[src/hw/olt_pkg.sv]
// Shared constants of the loop-back test engine: register map, reset values,
// frame formats and field positions.
// Assumes an 8-bit register port and a byte-wide transmit stream.
package olt_pkg;

    // ----------------------------------------------------------------------
    // Register map
    // ----------------------------------------------------------------------
    localparam logic [7:0] OLT_ADDR_FRAME_COUNT = 8'h44;
    localparam logic [7:0] OLT_ADDR_PATTERN_SEL = 8'h45;
    localparam logic [7:0] OLT_ADDR_CRC_ERR_CNT = 8'h46;
    localparam logic [7:0] OLT_ADDR_TIMEOUT_CNT = 8'h47;
    localparam logic [7:0] OLT_ADDR_GOOD_CNT = 8'h48;
    localparam logic [7:0] OLT_ADDR_ADD_STATUS = 8'h49;

    // ----------------------------------------------------------------------
    // Reset values and limits
    // ----------------------------------------------------------------------
    localparam logic [7:0] OLT_FRAME_COUNT_RST = 8'h07;
    localparam logic [7:0] OLT_PATTERN_SEL_RST = 8'h00;
    localparam logic [7:0] OLT_FRAME_COUNT_MAX = 8'h64;
    localparam logic [7:0] OLT_TALLY_MAX = 8'hFF;
    localparam logic [1:0] OLT_MODEL_RST = 2'h0;

    // ----------------------------------------------------------------------
    // Additional status field positions
    // ----------------------------------------------------------------------
    localparam int OLT_ST_HW_VER_HI = 7;
    localparam int OLT_ST_HW_VER_LO = 6;
    localparam int OLT_ST_MODEL_HI = 5;
    localparam int OLT_ST_MODEL_LO = 4;
    localparam int OLT_ST_REMOTE_STOP = 3;
    localparam int OLT_ST_DWELL_EXP = 2;
    localparam int OLT_ST_REPLY_EXP = 1;
    localparam int OLT_ST_LINK_LOST = 0;

    // ----------------------------------------------------------------------
    // Frame formats
    // ----------------------------------------------------------------------
    localparam logic [10:0] OLT_LEN_SHORT = 11'h040;
    localparam logic [10:0] OLT_LEN_LONG = 11'h5EE;
    localparam logic [10:0] OLT_FCS_BYTES = 11'h004;
    localparam logic [15:0] OLT_DATA_55AA = 16'h55AA;
    localparam logic [15:0] OLT_DATA_0F0F = 16'h0F0F;
    localparam logic [15:0] OLT_DATA_FF00 = 16'hFF00;
    localparam logic [15:0] OLT_ETHER_TYPE = 16'h0800;
    localparam logic [10:0] OLT_IDX_DA_LAST = 11'h005;
    localparam logic [10:0] OLT_IDX_SA_FIRST = 11'h006;
    localparam logic [10:0] OLT_IDX_TYPE_HI = 11'h00C;
    localparam logic [10:0] OLT_IDX_TYPE_LO = 11'h00D;

    typedef enum logic [1:0] {
        OLT_GEN_IDLE,
        OLT_GEN_SEND
    } olt_gen_state_t;

endpackage

[src/hw/olt_top.sv]
// Loop-back test engine with result tallies, byte FIFO and status register.
// Assumes returned-frame results and timer expiries arrive as one-cycle
// pulses from the frame parser and maintenance timers, all on clk_sys_i.
//
// The plain strobed port was chosen for this implementation.
`timescale 1ns/1ps

// ------------------------------------------------------------------------
// Byte FIFO
// ------------------------------------------------------------------------
module olt_fifo #(
    parameter int WIDTH = 9,
    parameter int DEPTH = 32
) (
    // Clock and reset
    input wire logic clk_sys_i,
    input wire logic rst_n_i,
    // Fill side
    input wire logic [WIDTH-1:0] in_data_i,
    input wire logic in_valid_i,
    output logic in_ready_o,
    // Drain side
    output logic [WIDTH-1:0] out_data_o,
    output logic out_valid_o,
    input wire logic out_ready_i
);
    localparam int AW = $clog2(DEPTH);

    // The pointer wrap bit only works for a power-of-two depth of at least 2.
    if (WIDTH < 1 || DEPTH < 2 || (1 << AW) != DEPTH)
    begin : g_bad_params
        $error("olt_fifo needs a width of at least 1 and a power-of-two depth of at least 2.");
    end

    logic [WIDTH-1:0] mem_r [DEPTH];
    logic [AW:0] wr_ptr_r;
    logic [AW:0] rd_ptr_r;
    wire full = (wr_ptr_r[AW] != rd_ptr_r[AW]) && (wr_ptr_r[AW-1:0] == rd_ptr_r[AW-1:0]);
    wire empty = (wr_ptr_r == rd_ptr_r);
    wire do_push = in_valid_i && !full;
    wire do_pop = out_ready_i && !empty;

    assign in_ready_o = !full;
    assign out_valid_o = !empty;
    assign out_data_o = mem_r[rd_ptr_r[AW-1:0]];

    always_ff @(posedge clk_sys_i)
    begin
        if (do_push)
            mem_r[wr_ptr_r[AW-1:0]] <= in_data_i;
    end

    always_ff @(posedge clk_sys_i or negedge rst_n_i)
    begin
        if (!rst_n_i)
        begin
            wr_ptr_r <= '0;
            rd_ptr_r <= '0;
        end
        else
        begin
            if (do_push)
                wr_ptr_r <= wr_ptr_r + 1'b1;
            if (do_pop)
                rd_ptr_r <= rd_ptr_r + 1'b1;
        end
    end
endmodule

// ------------------------------------------------------------------------
// Test engine
// ------------------------------------------------------------------------
module olt_top #(
    parameter logic [1:0] HW_VERSION = 2'h2, // Arbitrary value.
    parameter int FIFO_DEPTH = 32
) (
    // Clock and reset
    input wire logic clk_sys_i,
    input wire logic rst_n_i,
    // Register port
    input wire logic [7:0] reg_addr_i,
    input wire logic [7:0] reg_wdata_i,
    input wire logic reg_wr_i,
    input wire logic reg_rd_i,
    output logic [7:0] reg_rdata_o,
    // Station address, first byte in bits 47:40
    input wire logic [47:0] station_addr_i,
    // Returned frame results and maintenance events
    input wire logic ret_good_i,
    input wire logic ret_crc_err_i,
    input wire logic ret_timeout_i,
    input wire logic remote_loop_stop_i,
    input wire logic loop_dwell_expired_i,
    input wire logic reply_timer_expired_i,
    input wire logic fiber_link_lost_i,
    // Maintenance counter clear towards the valid transmit and receive counters
    output logic mc_cnt_clear_o,
    // Test frame byte stream
    output logic [7:0] tx_data_o,
    output logic tx_last_o,
    output logic tx_valid_o,
    input wire logic tx_ready_i,
    // Burst in progress
    output logic burst_busy_o
);
    import olt_pkg::*;

    // --------------------------------------------------------------------
    // Pattern decode and saturating tally update
    // --------------------------------------------------------------------
    function automatic logic [27:0] olt_decode(input logic [7:0] sel);
        // Returns {long, broadcast, 16-bit data, 10 spare zero bits}.
        logic [27:0] r;
        r = {1'b0, 1'b0, OLT_DATA_55AA, 10'h000};
        unique case (sel)
            8'h01: r = {1'b1, 1'b0, OLT_DATA_55AA, 10'h000};
            8'h02: r = {1'b0, 1'b1, OLT_DATA_55AA, 10'h000};
            8'h04: r = {1'b1, 1'b1, OLT_DATA_55AA, 10'h000};
            8'h08: r = {1'b0, 1'b0, OLT_DATA_0F0F, 10'h000};
            8'h10: r = {1'b1, 1'b0, OLT_DATA_0F0F, 10'h000};
            8'h20: r = {1'b0, 1'b1, OLT_DATA_0F0F, 10'h000};
            8'h40: r = {1'b1, 1'b1, OLT_DATA_0F0F, 10'h000};
            8'h80: r = {1'b1, 1'b1, OLT_DATA_FF00, 10'h000};
            default: r = {1'b0, 1'b0, OLT_DATA_55AA, 10'h000};
        endcase
        return r;
    endfunction

    function automatic logic [7:0] olt_tally(input logic [7:0] cnt, input logic ev,
                                             input logic clr);
        logic [7:0] n;
        n = cnt;
        if (clr)
            n = ev ? 8'h01 : 8'h00;
        else if (ev && cnt != OLT_TALLY_MAX)
            n = cnt + 8'h01;
        return n;
    endfunction

    // --------------------------------------------------------------------
    // Register decode
    // --------------------------------------------------------------------
    wire wr_count = reg_wr_i && reg_addr_i == OLT_ADDR_FRAME_COUNT;
    wire wr_pattern = reg_wr_i && reg_addr_i == OLT_ADDR_PATTERN_SEL;
    wire wr_status = reg_wr_i && reg_addr_i == OLT_ADDR_ADD_STATUS;
    wire rd_status = reg_rd_i && reg_addr_i == OLT_ADDR_ADD_STATUS;
    wire clr_tally = wr_count && reg_wdata_i == 8'h00;
    wire start_burst = wr_count && reg_wdata_i != 8'h00;

    logic [7:0] frame_count_r;
    logic [7:0] pattern_sel_r;
    logic [7:0] crc_tally_r;
    logic [7:0] timeout_tally_r;
    logic [7:0] good_tally_r;
    logic [1:0] model_r;
    logic [2:0] sticky_r;
    logic [7:0] rdata_r;
    logic clr_pulse_r;

    wire [2:0] sticky_set = {remote_loop_stop_i, loop_dwell_expired_i, reply_timer_expired_i};
    wire [2:0] sticky_nxt = sticky_set | (rd_status ? 3'h0 : sticky_r);
    wire [7:0] status_val = {HW_VERSION, model_r, sticky_r, fiber_link_lost_i};

    logic [7:0] rd_mux;
    always_comb
    begin
        unique case (reg_addr_i)
            OLT_ADDR_FRAME_COUNT: rd_mux = frame_count_r;
            OLT_ADDR_PATTERN_SEL: rd_mux = pattern_sel_r;
            OLT_ADDR_CRC_ERR_CNT: rd_mux = crc_tally_r;
            OLT_ADDR_TIMEOUT_CNT: rd_mux = timeout_tally_r;
            OLT_ADDR_GOOD_CNT: rd_mux = good_tally_r;
            OLT_ADDR_ADD_STATUS: rd_mux = status_val;
            default: rd_mux = 8'h00;
        endcase
    end

    always_ff @(posedge clk_sys_i or negedge rst_n_i)
    begin
        if (!rst_n_i)
        begin
            frame_count_r <= OLT_FRAME_COUNT_RST;
            pattern_sel_r <= OLT_PATTERN_SEL_RST;
            crc_tally_r <= 8'h00;
            timeout_tally_r <= 8'h00;
            good_tally_r <= 8'h00;
            model_r <= OLT_MODEL_RST;
            sticky_r <= 3'h0;
            rdata_r <= 8'h00;
            clr_pulse_r <= 1'b0;
        end
        else
        begin
            if (wr_count)
                frame_count_r <= reg_wdata_i;
            if (wr_pattern)
                pattern_sel_r <= reg_wdata_i;
            if (wr_status)
                model_r <= reg_wdata_i[OLT_ST_MODEL_HI:OLT_ST_MODEL_LO];
            crc_tally_r <= olt_tally(crc_tally_r, ret_crc_err_i, clr_tally);
            timeout_tally_r <= olt_tally(timeout_tally_r, ret_timeout_i, clr_tally);
            good_tally_r <= olt_tally(good_tally_r, ret_good_i, clr_tally);
            sticky_r <= sticky_nxt;
            rdata_r <= reg_rd_i ? rd_mux : 8'h00;
            clr_pulse_r <= clr_tally;
        end
    end

    assign reg_rdata_o = rdata_r;
    assign mc_cnt_clear_o = clr_pulse_r;

    // --------------------------------------------------------------------
    // Frame generator
    // --------------------------------------------------------------------
    olt_gen_state_t state_r;
    logic [7:0] remain_r;
    logic [10:0] idx_r;
    logic [7:0] da_last_r;
    logic [27:0] fmt_r;
    logic [7:0] sent_r;
    logic [7:0] want_r;
    logic fifo_in_ready;

    wire fmt_long = fmt_r[27];
    wire fmt_bcast = fmt_r[26];
    wire [15:0] fmt_data = fmt_r[25:10];
    wire [10:0] last_idx = (fmt_long ? OLT_LEN_LONG : OLT_LEN_SHORT) - OLT_FCS_BYTES - 11'h001;
    wire sending = state_r == OLT_GEN_SEND;
    wire push = sending && fifo_in_ready;
    wire frame_end = push && idx_r == last_idx;
    wire [47:0] dest_addr = fmt_bcast ? 48'hFFFF_FFFF_FFFF : {station_addr_i[47:8], da_last_r};

    logic [7:0] gen_byte;
    always_comb
    begin
        if (idx_r < OLT_IDX_SA_FIRST)
            gen_byte = dest_addr[8'(6'd47 - 6'(idx_r[2:0]) * 6'd8) -: 8];
        else if (idx_r < OLT_IDX_TYPE_HI)
            gen_byte = station_addr_i[8'(6'd47 - 6'(idx_r[2:0] - 3'd6) * 6'd8) -: 8];
        else if (idx_r == OLT_IDX_TYPE_HI)
            gen_byte = OLT_ETHER_TYPE[15:8];
        else if (idx_r == OLT_IDX_TYPE_LO)
            gen_byte = OLT_ETHER_TYPE[7:0];
        else
            gen_byte = idx_r[0] ? fmt_data[7:0] : fmt_data[15:8];
    end

    always_ff @(posedge clk_sys_i or negedge rst_n_i)
    begin
        if (!rst_n_i)
        begin
            state_r <= OLT_GEN_IDLE;
            remain_r <= 8'h00;
            idx_r <= 11'h000;
            da_last_r <= 8'h00;
            fmt_r <= 28'h0000000;
            sent_r <= 8'h00;
            want_r <= 8'h00;
        end
        else
        begin
            unique case (state_r)
                OLT_GEN_IDLE:
                begin
                    if (start_burst)
                    begin
                        state_r <= OLT_GEN_SEND;
                        remain_r <= reg_wdata_i;
                        want_r <= reg_wdata_i;
                        sent_r <= 8'h00;
                        fmt_r <= olt_decode(pattern_sel_r);
                        da_last_r <= station_addr_i[7:0] + 8'h01;
                        idx_r <= 11'h000;
                    end
                end
                OLT_GEN_SEND:
                begin
                    if (frame_end)
                    begin
                        idx_r <= 11'h000;
                        remain_r <= remain_r - 8'h01;
                        sent_r <= sent_r + 8'h01;
                        da_last_r <= da_last_r + 8'h01;
                        if (remain_r == 8'h01)
                            state_r <= OLT_GEN_IDLE;
                    end
                    else if (push)
                        idx_r <= idx_r + 11'h001;
                end
                default: state_r <= OLT_GEN_IDLE;
            endcase
        end
    end

    assign burst_busy_o = sending;

    olt_fifo #(
        .WIDTH(9),
        .DEPTH(FIFO_DEPTH)
    ) u_fifo (
        .clk_sys_i(clk_sys_i),
        .rst_n_i(rst_n_i),
        .in_data_i({frame_end, gen_byte}),
        .in_valid_i(sending),
        .in_ready_o(fifo_in_ready),
        .out_data_o({tx_last_o, tx_data_o}),
        .out_valid_o(tx_valid_o),
        .out_ready_i(tx_ready_i)
    );
endmodule

[config.mk]
export PLATFORM = sky130hd
export DESIGN_NAME = olt_top
export DESIGN_NICKNAME = d
export VERILOG_FILES = /design/src/hw/olt_pkg.sv /design/src/hw/olt_top.sv
export SDC_FILE = /design/constraint.sdc
export NUM_CORES = 1
export LEC_CHECK = 0
export BUFFER_PORTS_ARGS = -buffer_cell sky130_fd_sc_hd__buf_2
export CORE_ASPECT_RATIO = 1.4
export CORE_MARGIN = 4
export CORE_UTILIZATION = 45
export DETAILED_ROUTE_END_ITERATION = 8
export PLACE_DENSITY = 0.6
export SYNTH_ARGS = -nofsm -noshare
export SYNTH_HDL_FRONTEND = slang
export SYNTH_HIERARCHICAL = 1
export SYNTH_SLANG_ARGS = --single-unit
[constraint.sdc]
create_clock -name clk_sys_i -period 11.95 [get_ports clk_sys_i]
set_clock_uncertainty 0.05 [all_clocks]
set_input_delay 2.39 -clock clk_sys_i [delete_from_list [all_inputs] [get_ports clk_sys_i]]
set_output_delay 2.39 -clock clk_sys_i [all_outputs]
set_load 0.02 [all_outputs]
* After elaboration in Yosys (flattened, before gate mapping) *
Memories as Yosys holds them, arrays and structs flattened.
Index checks and enable logic that the tools add are counted.

storage, ports and cells
  register bits after elaboration = 123
  RAM bits = 288
  input port bits = 76
  output and inout bits = 20
  logic and storage cells = 127
  memories kept = 1

cells by class
  $add $sub $neg = 14
  order comparisons = 2
  equal/unequal tests = 29
  shifts and indexed selects = 2
  mux-type cells = 36
  bitwise logic cells = 1
  reduce and logical (&&, ||, !) cells = 26

memories
  name          depth  bits a word  read ports  clocked after Yosys merged registers in  write ports  RTL line       text
  u_fifo.mem_r  32     9            1           0                                        1            olt_top.sv:35  logic [WIDTH-1:0] mem_r [DEPTH];

operators with widths
  cell                                                  number
  case mux 28 bit (8 select lines)                      1
  2-to-1 mux 8 bit                                      16
  indexed part select 55 x 9 -> 8 bit                   2
  equality test 8 x 7 -> 1 bit, second input constant   7
  2-to-1 mux 48 bit                                     1
  case mux 8 bit (6 select lines)                       1
  2-to-1 mux 11 bit                                     4
  adder 8 x 1 -> 8 bit, second input constant           5
  case mux 8 bit (2 select lines)                       2
  != test 8 bit, second input constant                  3
  equality test 11 x 4 -> 1 bit, second input constant  2
  case mux 11 bit (2 select lines)                      1
  equality test 8 x 1 -> 1 bit, second input constant   2
  logical AND 1 bit                                     13
  adder 6 x 1 -> 6 bit, second input constant           2
  adder 11 x 1 -> 11 bit, second input constant         1
  equality test 11 bit                                  1
  < comparator 11 x 3 -> 1 bit, second input constant   1
  < comparator 11 x 4 -> 1 bit, second input constant   1
  subtractor 11 x 1 -> 11 bit, second input constant    1
  subtractor 11 x 3 -> 11 bit, second input constant    1
  AND reduction 3 bit                                   3
  equality test 8 x 2 -> 1 bit, second input constant   1
  equality test 8 x 3 -> 1 bit, second input constant   1
  other kinds (25)                                      37

* Depth between registers and ports, before layout *
Gate-level depths: netlist of the first run.

  depth after elaboration = 7
  gate-level depth with buffers = 12
  gate-level depth less buffers = 9

* Modules after synthesis *
The synthesis of the first run kept the hierarchy.

modules (own cells, without submodules)
  module    instances  cells each  area an instance (sq um)  sequential area each (sq um)
  olt_fifo  1          516         11747.5                   8948.6
  olt_top   1          637         6014.5                    2280.9

* Least setup slack after synthesis of the first run *
Ideal clock, no wire load.

  path type = input -> register
  start point = input station_addr_i[11]
  end point = memory u_fifo.mem_r[0][3], data pin
  setup time = 0.467 ns
  arrival time = 4.209 ns
  required time = 11.433 ns
  slack = 7.224 ns
  stages = 5
  buffers on the path = 0
  path through = nor2b_1 -> a2111oi_0 -> a21oi_1 -> o22ai_1 -> o31ai_1

on the way
  longest elaborated chain between the ends = 3
  elaborated cells on any way between the ends = 5
  those cells by class = shift (2); mux (3)

RTL lines
  element                                                                          RTL line                        text
  from (decl)                                                                      olt_top.sv:87                   input wire logic [47:0] station_addr_i,
  indexed part select 55 x 9 -> 8 bit / 2-to-1 mux 48 bit (equally long branches)  olt_top.sv:239, olt_top.sv:231
  2-to-1 mux 8 bit / indexed part select 55 x 9 -> 8 bit (equally long branches)   olt_top.sv:238, olt_top.sv:237
  2-to-1 mux 8 bit (*)                                                             olt_top.sv:236                  if (idx_r < OLT_IDX_SA_FIRST)
  named net gen_byte[3]                                                            olt_top.sv:233                  logic [7:0] gen_byte;
  to (decl)                                                                        olt_top.sv:35

The timed path passes the listed nets; every way through them passes the cells marked *.

* Worst setup path after layout of the first run *
  start point = register u_fifo.rd_ptr_r[0]
  end point = output tx_data_o[7]

on the way
  longest elaborated chain between the ends = 1

RTL lines
  element                 RTL line       text
  from (decl)             olt_top.sv:37  logic [AW:0] rd_ptr_r;
  from (signal assigned)  olt_top.sv:65  rd_ptr_r <= rd_ptr_r + 1'b1;
  memory (32 x 9 bit)     --
  to (decl)               olt_top.sv:99  output logic [7:0] tx_data_o,

Every way passes these cells.

==> run_results.csv, run 1 <==
group,metric,value,unit
setup_path,crit_family,"multiplexers",
min_path,whs_path_depth,1,
synth,synth_edf_count,288,
final_layout,final_layout_size_suffix_gt1_share,26.3,%
placed_design,place_congestion,0.811,
clock_tree,cts_tree,"yes",
floorplanning,design.core.area,38700,µm²
clock_tree,hold_buffers,0,
setup_path,required,9.51,ns
setup_path,crit_buf_inv,2,
synth,netlist_area,17800,µm²
synth,seq_area_frac_synth,63.2,%
clock_tree,htree_levels,2,
placed_design,dp.final_hpwl,27.9,mm
min_path,holdPathEnd,"fmt_r[20]",
synth,synth_ff_type,"edfxtp_1",
route,via_per_inst,5.76,
grt,grt_pass1_vias,10772,
timing,max-slew-margin-rel,13.0,%
synth,synth_area_per_cell,15.4,µm²
grt,overflow,0,
synth,synth_nets,1245,
floorplanning,chipHeight,243,µm
power_and_ir_drop,p_sw,1.48,mW
timing,fin_crit_sh,52.4,%
synth,yosys.cell_types.count,70,
power_and_ir_drop,p_leak,7.27,nW
timing,rsz0062_at_grt,"no",
synth,yosysWarnings,6,
status,status,"finished clean",
timing,setup_tns,0,ns
setup_path,critPathArrivalTime,3.82,ns
setup_path,cp_slowest_cell,"dfrtp_4",
synth,synth-seq-cells,391,
power_and_ir_drop,clock_power_share,26.3,%
route,wirelength,41.4,mm
grt,grt_pass1_wl,64.4,mm
clock_tree,clock-root-buffer,"clkbuf_16",
placed_design,port_buffers,95,
floorplanning,die_area,42800,µm²
clock_tree,clock_latency,0.53,ns
clock_tree,cts_made_buffers,39,
power_and_ir_drop,peakVddDrop,0.000105,V
timing,drv_slew,0,
floorplanning,ioPinCount,96,
timing,timing.final.crit_period,6.26,ns
clock_tree,cts_buffer_depth,3,
min_path,min_from,"fmt_r[20]",
route,detail_route.wl_per_cell,23.0,µm
final_layout,area_delta_synth_final,12.9,%
setup_path,end_kind,"primary output",
final_layout,nets,1343,
timing,setup_violations,0,
min_path,hold_path_class,"flop to flop",
floorplanning,fp.dieW,176,µm
setup_path,startpoint_type,"flop",
power_and_ir_drop,swShare,32.7,%
setup_path,r2r-end,"u_fifo/mem_r[30][8]",
power_and_ir_drop,p_int,3.05,mW
route,vias,10379,
grt,antenna_found_initial,1,
clock_tree,clock-sinks,391,
route,ant_nets,0,
setup_path,crit_chain,"buf_4 > mux4_2 > mux4_2 > mux2_2 > buf_2",
floorplanning,start_util,45.9,%
setup_path,max_stage_delay,0.82,ns
power_and_ir_drop,power_density,226,nW/µm²
synth,syn_inst,1153,
clock_tree,cts_resized,0,
route,drt-pass1-iter-count,7,
grt,track_usage,19.6,%
clock_tree,cts_setup_buffers,0,
setup_path,crit_top_cell,"mux4_2",
timing,hold_viol_final,0,
run,drv_cap,0,
setup_path,r2r_cells,9,
setup_path,critPathKind,"flop to primary output",
timing,max_freq,160,MHz
setup_path,regToRegSetupSlack,7.59,ns
synth,async_reset_ff_share,26.3,%
timing,worst_pin_slew,1.30,ns
route,drcViolationCount,0,
clock_tree,clk_pin_slew,0.06,ns
final_layout,largest_register_ffs,288,
route,drt_iter0_drc,665,
power_and_ir_drop,seq_power_share,41.1,%
setup_path,critPathMaxFanout,47,
power_and_ir_drop,combPwrFrac,32.7,%
floorplanning,rows,85,
setup_path,r2r_start,"u_fifo/rd_ptr_r[1]",
power_and_ir_drop,finalPower,4.53,mW
grt,grt_max_degree,77,
-- cell usage after synthesis, types with 4 or more instances --
master      n  area (µm²)
buf_6       7        78.8
a222oi_1    4        40.0
o21ai_0    36         180
o31a_1      7        61.3
clkbuf_1   30         113
o22ai_1    14        87.6
or4_1       8        60.1
mux4_2     99        2230
buf_1       8        30.0
nand4_1    19         119
o31ai_1     5        37.5
edfxtp_1  288        8650
nor4_1      5        31.3
mux2i_1    32         320
a22oi_1    10        75.1
nand3_1    21         105
a21oi_1    41         205
xnor2_1    21         184
mux2_2     39         439
o21a_1      5        37.5
nor3_1      8        40.0
and3_1      9        56.3
a21o_1      8        60.1
ha_1       16         200
inv_1      16        60.1
dfrtp_1   100        2500
nand2_1    63         236
a31oi_1     8        50.1
nor2_1     93         349
nor2b_1    11        68.8
xor2_1     29         254
and2_1      4        25.0
buf_2      14        70.1
a22o_1     11        96.3
nand3b_1   11        82.6
-- cell type report --
cell class / count / area, µm²
Antenna cell: 1 / 2.50
Tap cell: 522 / 653
Timing Repair Buffer: 117 / 643
Clock inverter: 17 / 164
Clock buffer: 52 / 1070
Sequential cell: 391 / 11200
Inverter: 17 / 63.8
Fill cell: 3300 / 18700
Multi-Input combinational cell: 685 / 6220
-- power groups by stage --
stage | Sequential, mW | Clock [mW] | Combinational (mW)
2_1_floorplan | 1.78 | 0 | 1.17
3_3_place_gp | 1.89 | 0 | 1.48
3_5_place_dp | 1.89 | 0 | 1.50
4_1_cts | 1.86 | 1.22 | 1.50
5_1_grt | 1.89 | 1.28 | 1.61
6_report | 1.86 | 1.19 | 1.48
-- worst reg2reg max path: cells and delay by family, from the launching register on --
family,cells,cell delay [ns]
XOR/XNOR,1,0.19
buffers and inverters,2,1.55
flip-flops,1,0.34
AND/OR/NAND/NOR,6,1.90
-- cells in the final DEF (no fill, tap or decap), drive strengths merged, types with 12 or more instances in the layout --
cell	Yosys	final
mux4	99	99
mux2	39	39
buf	29	117
a21oi	41	41
nand4	19	19
o21ai	37	37
dfrtp	100	100
nand3	21	21
o22ai	15	15
xor2	29	29
nand2	63	63
clkinv	1	13
clkbuf	30	52
nor2	93	93
edfxtp	288	288
inv	16	17
mux2i	32	32
xnor2	21	21
a22o	12	12
ha	16	16
-- metal layers --
metal  GRT usage, %  vias to the layer above  routed length (µm)
met3           2.32                       72                1300
met4           5.83                        0                1110
met1           23.1                     5359               15700
li1               -                     4729                   -
met5              0                        -                   0
met2           37.1                      219               23200
-- worst max-delay path by stage --
stage	startpoint	end	slack (ns)	depth (start not counted)
3_5_place_dp	u_fifo/rd_ptr_r[0]	tx_data_o[7]	6.14	5
3_3_place_gp	u_fifo/rd_ptr_r[0]	tx_data_o[7]	6.19	5
6_report	u_fifo/rd_ptr_r[0]	tx_data_o[7]	5.69	5
2_1_floorplan	station_addr_i[11]	u_fifo/mem_r[0][3]	7.22	5
5_1_grt	u_fifo/rd_ptr_r[0]	tx_data_o[7]	5.41	5
4_1_cts	u_fifo/rd_ptr_r[0]	tx_data_o[7]	5.56	5
-- cells by family (layout without fill, tap and decap cells) --
logic type | Yosys count | after routing | synth area share [%]
AO/OA/AOI/OAI | 172 | 172 | 6.40
other | 0 | 1 | 0
adder cells (fa/ha/maj) | 16 | 16 | 1.13
AND/OR/NAND/NOR | 277 | 277 | 7.90
multiplexers | 170 | 170 | 16.8
flip-flops | 391 | 391 | 63.2
buffers and inverters | 77 | 203 | 2.06
XOR/XNOR | 50 | 50 | 2.47
-- per-stage QoR --
step,worst slack [ns],hold slack [ns],utilization [%],cells,instance area [µm²]
2_1_floorplan,7.22,0.380,-,1153,17800
3_3_place_gp,6.19,0.398,48.6,1732,18800
3_5_place_dp,6.14,0.398,48.6,1732,18800
4_1_cts,5.56,0.417,51.8,1801,20000
5_1_grt,5.41,0.430,51.8,1801,20000
6_report,5.69,0.412,51.8,1802,20100
No activity file was read; power rests on OpenSTA's default activity.
==> run 2, diff against run 1 <==
ABC_AREA = 1   (was not set)
clock period = 6.2 ns   (was 11.95 ns; I/O delays follow)
==> run 2 against run 1 <==
  * Non-clock buffer count fell by 6
  * First-iteration DRC count rose by 91%
  * Cell count rose by 53%
  * Setup slack got worse by 4.3 ns
  * Sequential cell count did not move
  * Worst hold slack got worse by 0.012 ns
  * Power rose by 120%
  * Largest power group unchanged
==> run_results.csv, run 2 <==
group,metric,value,unit
synth,synth_edf_count,288,
setup_path,crit_chain,"nand2_1 > clkinv_1 > nand2_1 > nand3_1 > nand3_1 > nand2_1 > buf_2",
route,wirelength,51.9,mm
clock_tree,cts_tree,"yes",
clock_tree,cts_setup_buffers,0,
floorplanning,die_area,45800,µm²
power_and_ir_drop,peakVddDrop,0.000231,V
synth,synth_area_per_cell,8.94,µm²
clock_tree,hold_buffers,0,
power_and_ir_drop,power_density,466,nW/µm²
final_layout,layout_commonest_cell,"nand2_1",
final_layout,final_layout_size_suffix_gt1_share,10.6,%
final_layout,largest_register_ffs,288,
timing,fin_crit_sh,77.6,%
setup_path,critPathMaxFanout,36,
placed_design,dp.final_hpwl,33.5,mm
synth,synth-seq-cells,391,
clock_tree,htree_levels,2,
route,drt_iter0_drc,1270,
setup_path,crit_buf_inv,2,
route,vias,14860,
floorplanning,fp.dieW,182,µm
clock_tree,clock-root-buffer,"clkbuf_16",
route,ant_nets,0,
final_layout,layout_common_cells,"nand2_1 (794), edfxtp_1 (288), nand3_1 (257)",
grt,grt_pass1_vias,14560,
clock_tree,cts_buffer_depth,3,
synth,yosysMostFrequentCell,"nand2_1",
min_path,hold_path_class,"flop to flop",
synth,synth_top_family_by_area,"simple AND/OR/NAND/NOR gates",
synth,muxShareOfSynthArea,0.0525,%
route,via_per_inst,5.37,
synth,async_reset_ff_share,26.3,%
timing,timing.final.crit_period,4.81,ns
placed_design,place_congestion,0.850,
final_layout,fin_util,50.3,%
floorplanning,chipHeight,252,µm
final_layout,area_delta_synth_final,10.6,%
synth,synth_top_cell_by_area,"edfxtp_1",
setup_path,max_stage_delay,1.02,ns
clock_tree,clock_latency,0.54,ns
run,drv_cap,0,
setup_path,startpoint_type,"flop",
synth,synth_top_area_share,45.3,%
grt,grt_max_degree,113,
synth,synth_common_cells,"nand2_1 (796), edfxtp_1 (288), nand3_1 (257)",
clock_tree,clock-sinks,391,
setup_path,required,4.91,ns
synth,synthAdderAreaFrac,1.05,%
timing,max-slew-margin-rel,11.9,%
setup_path,crit_top_cell,"nand2_1",
floorplanning,ioPinCount,96,
timing,max_freq,208,MHz
synth,seq_area_frac_synth,58.9,%
placed_design,port_buffers,95,
route,drcViolationCount,0,
setup_path,end_kind,"primary output",
synth,syn_inst,2134,
floorplanning,start_util,45.4,%
timing,hold_ws,0.400,ns
clock_tree,cts_made_buffers,40,
synth,netlist_area,19100,µm²
floorplanning,design.core.area,42000,µm²
power_and_ir_drop,p_leak,9.13,nW
status,status,"finished clean",
synth,yosysWarnings,6,
setup_path,crit_family,"buffers and inverters",
grt,track_usage,22.3,%
timing,drv_slew,0,
timing,hold_viol_final,0,
clock_tree,cts_resized,0,
grt,overflow,0,
synth,yosys.cell_types.count,44,
synth,synth_nets,2226,
setup_path,critPathArrivalTime,3.52,ns
setup_path,critPathKind,"flop to primary output",
route,drt-pass1-iter-count,7,
floorplanning,rows,89,
synth,synth_ff_type,"edfxtp_1",
synth,synth_xor_area_share,0.964,%
route,detail_route.wl_per_cell,18.8,µm
synth,synth-simple-area-share,28.2,%
timing,rsz0062_at_grt,"no",
synth,synth_area_leaders,"edfxtp_1 (45%), nand2_1 (16%), dfrtp_1 (13%)",
setup_path,cp_slowest_cell,"clkinv_1",
final_layout,diodes,0,
grt,grt_pass1_wl,81.0,mm
clock_tree,clk_pin_slew,0.06,ns
grt,antenna_found_initial,1,
synth,synth_compound_area_share,5.55,%
timing,setup_violations,0,
timing,setup_tns,0,ns
final_layout,nets,2283,
timing,worst_pin_slew,1.31,ns
-- run 2: cell count changes in the layout (fill, tap and decap cells not counted), sizes merged, moves of 16 or more --
cell,before,now
a21oi,41,68
mux2i,32,1
nand3,21,258
nor2,93,156
mux2,39,0
nand2,63,811
mux4,99,0
o21ai,37,94
xnor2,21,4
o211ai,2,18
inv,17,138
-- run 2: logic make-up after synthesis --
logic type / Yosys count
AO/OA/AOI/OAI: 194
XOR/XNOR: 21
adder cells (fa/ha/maj): 16
buffers and inverters: 235
flip-flops: 391
multiplexers: 1
AND/OR/NAND/NOR: 1276
-- run 2: report_power, final --
| group | switching (mW) | internal, mW |
|---|---|---|
| combinational | 2.72 | 1.02 |
| clock | 1.01 | 1.28 |
| sequential | 0.364 | 3.43 |
-- run 2: tightest hold or removal path, stage by stage (launching register included) --
cell and delay, ns:
dfrtp_1 0.32, inv_1 0.04, nand2_1 0.05
-- run 2: metal layers --
metal  vias up  track usage [%]  routed length (µm)  share of wire, %
met2       435             40.6               27000                52
li1       7200                -                   -                 -
met3       109             2.52                2420               4.7
met5         -                0                   8             0.015
met1      7114             27.6               20600                40
met4         2             7.57                1830               3.5
-- run 2: metrics by stage --
| stage | power [mW] | area (µm²) | worst slack, ns | std cells |
|---|---|---|---|---|
| 5_1_grt | 10.4 | 21100 | 1.21 | 2765 |
| 4_1_cts | 9.89 | 21100 | 1.39 | 2765 |
| 6_report | 9.82 | 21100 | 1.39 | 2765 |
| 3_5_place_dp | 7.58 | 19900 | 1.98 | 2695 |
| 2_1_floorplan | 6.27 | 19100 | 3.47 | 2134 |
| 3_3_place_gp | 7.55 | 19900 | 1.94 | 2695 |
-- run 2: final timing paths --
check                                    from                   to  slack [ns]  cells past startpoint
max                        u_fifo/rd_ptr_r[1]         tx_data_o[5]        1.39                      7
min                                 fmt_r[20]            fmt_r[20]        0.40                      2
max reg2reg                u_fifo/rd_ptr_r[0]  u_fifo/mem_r[28][1]        1.99                      7
min reg2reg                         fmt_r[20]            fmt_r[20]        0.40                      2
max in group asynchronous             rst_n_i   u_fifo/rd_ptr_r[0]        4.16                      2
min in group asynchronous             rst_n_i   timeout_tally_r[0]        0.60                      1
-- run 2: layout make-up --
cell class,count,area (µm²)
inverters,139,527
repair buffers,111,598
clock buffers,48,1030
well taps,546,683
multi-input cells,1508,6850
flip-flops and latches,391,11200
fillers,3916,20900
clock inverters,22,181
==> run 3, diff against run 2 <==
clock period = 4.85 ns   (was 6.2 ns; I/O delays follow)
==> run 3 against run 2 <==
  * Sequential power is 25% higher
  * Largest cell class unchanged
  * Register-to-register slack worse by 0.60 ns
  * Critical path depth increased by 2
  * Die area stayed put
  * Largest power group is now combinational cells
  * Setup slack got worse by 0.37 ns
  * First-iteration DRC count decreased by 9.7%
  * Worst hold slack worse by 0.11 ns
  * Sequential share of layout area shrank 0.41 points
  * Clock power up 27%
  * Design area increased by 0.77%
  * Count of clock-buffer cells in the layout increased by 3
  * Via count increased by 0.28%
==> run_results.csv, run 3 (synthesized netlist as in run 2, its figures left out) <==
group,metric,value,unit
grt,grt_max_degree,148,
final_layout,diodes,0,
clock_tree,hold_buffers,0,
power_and_ir_drop,power_density,592,nW/µm²
timing,drv_slew,0,
setup_path,crit_family,"buffers and inverters",
setup_path,critPathKind,"flop to primary output",
timing,setup_violations,0,
clock_tree,cts_resized,0,
grt,track_usage,22.5,%
clock_tree,clock-root-buffer,"clkbuf_16",
final_layout,layout_commonest_cell,"nand2_1",
setup_path,end_kind,"primary output",
floorplanning,design.core.area,42000,µm²
route,drt_iter0_drc,1147,
grt,grt_util_met3,2.90,%
clock_tree,cts_buffer_depth,3,
power_and_ir_drop,p_leak,9.24,nW
route,drt-pass1-iter-count,6,
clock_tree,cts_made_buffers,39,
clock_tree,cts_setup_buffers,0,
setup_path,critPathMaxFanout,56,
final_layout,final-instance-count-excl-fill,2783,
route,detail_route.wl_per_cell,18.6,µm
clock_tree,clk_pin_slew,0.06,ns
final_layout,nets,2300,
final_layout,final_area,21300,µm²
power_and_ir_drop,peakVddDrop,0.000275,V
clock_tree,clock-sinks,391,
setup_path,cp_slowest_cell,"dfrtp_4",
timing,timing.final.crit_period,3.83,ns
final_layout,largest_register_ffs,288,
timing,max_freq,261,MHz
final_layout,final_layout_size_suffix_gt1_share,11.2,%
power_and_ir_drop,finalPower,12.6,mW
placed_design,placed_area,20000,µm²
route,wirelength,51.9,mm
floorplanning,ioPinCount,96,
timing,worst_pin_slew,1.03,ns
status,status,"finished clean",
grt,grt-busiest-layer,"met2",
clock_tree,cts_tree,"yes",
grt,grt_pass1_vias,14512,
setup_path,critPathArrivalTime,2.81,ns
floorplanning,die_area,45800,µm²
grt,met1_usage,27.7,%
floorplanning,rows,89,
setup_path,crit_top_cell,"nand3_1",
floorplanning,fp.dieW,182,µm
timing,hold_ws,0.285,ns
setup_path,startpoint_type,"flop",
timing,rsz0062_at_grt,"no",
setup_path,crit_buf_inv,3,
setup_path,required,3.83,ns
final_layout,area_delta_synth_final,11.5,%
placed_design,place_congestion,0.887,
placed_design,post-place-cells,2713,
route,ant_nets,0,
grt,overflow,0,
grt,antenna_found_initial,1,
timing,max-slew-margin-rel,31.2,%
final_layout,multiInputGateArea,6840,µm²
route,drcViolationCount,0,
placed_design,port_buffers,95,
grt,grtUsageMet2,40.7,%
final_layout,num-fill-cells,3910,
clock_tree,htree_levels,2,
route,via_per_inst,5.35,
timing,fin_crit_sh,79.1,%
route,vias,14901,
run,drv_cap,0,
timing,setup_tns,0,ns
timing,hold_viol_final,0,
grt,grt_pass1_wl,81.5,mm
setup_path,crit_chain,"inv_4 > buf_4 > nand2_1 > nand3_1 > nand3_1 > nand3_1 > nand3_1 > nand2_1 > buf_2",
clock_tree,clock_latency,0.55,ns
floorplanning,start_util,45.4,%
min_path,hold_path_class,"primary input to asynchronous set/reset pin",
timing,layout_setup_ws,1.02,ns
placed_design,dp.final_hpwl,34.9,mm
final_layout,fin_util,50.6,%
placed_design,place_ws,1.43,ns
setup_path,max_stage_delay,0.50,ns
floorplanning,chipHeight,252,µm
final_layout,seq_area,11200,µm²
final_layout,layout_common_cells,"nand2_1 (796), edfxtp_1 (288), nand3_1 (257)",
## run 3: worst paths after layout
| path | from | to | slack, ns | depth (start not counted) |
|---|---|---|---|---|
| worst max-delay path | u_fifo/rd_ptr_r[0] | tx_data_o[0] | 1.02 | 9 |
| worst min-delay path | rst_n_i | timeout_tally_r[1] | 0.29 | 1 |
| worst max register to register | u_fifo/rd_ptr_r[1] | u_fifo/mem_r[3][1] | 1.39 | 7 |
| worst min register to register | fmt_r[20] | fmt_r[20] | 0.41 | 2 |
| max in group asynchronous | rst_n_i | u_fifo/rd_ptr_r[0] | 3.45 | 2 |
| min in group clk_sys_i | fmt_r[20] | fmt_r[20] | 0.41 | 2 |
## run 3: layer usage
| layer | up-vias | routed length (µm) |
|---|---|---|
| met5 | - | 13 |
| met4 | 2 | 1710 |
| met3 | 96 | 2610 |
| met2 | 459 | 27200 |
| met1 | 7117 | 20300 |
| li1 | 7227 | - |
## run 3: worst reg2reg max path, cell delays in order (launching register included)
cell	delay (ns)
dfrtp_1	0.43
inv_2	0.69
nand2_1	0.13
nand2_1	0.11
nor2_1	0.06
nand4_2	0.18
nand2_2	0.45
nor2_1	0.97
## run 3: where the power goes
part | internal, mW | total [mW] | switching [mW] | leakage (nW)
Combinational | 1.35 | 4.95 | 3.60 | 4.75
Clock | 1.65 | 2.91 | 1.26 | 0.601
Sequential | 4.38 | 4.72 | 0.341 | 3.89
## run 3: layout make-up
cell class                 count  area share, %
sequential                   391           52.8
multi-input combinational   1508           32.2
clock buffer                  51           4.94
timing repair buffer         129           3.57
tap                          546           3.21
inverter                     139           2.47
clock inverter                19          0.812
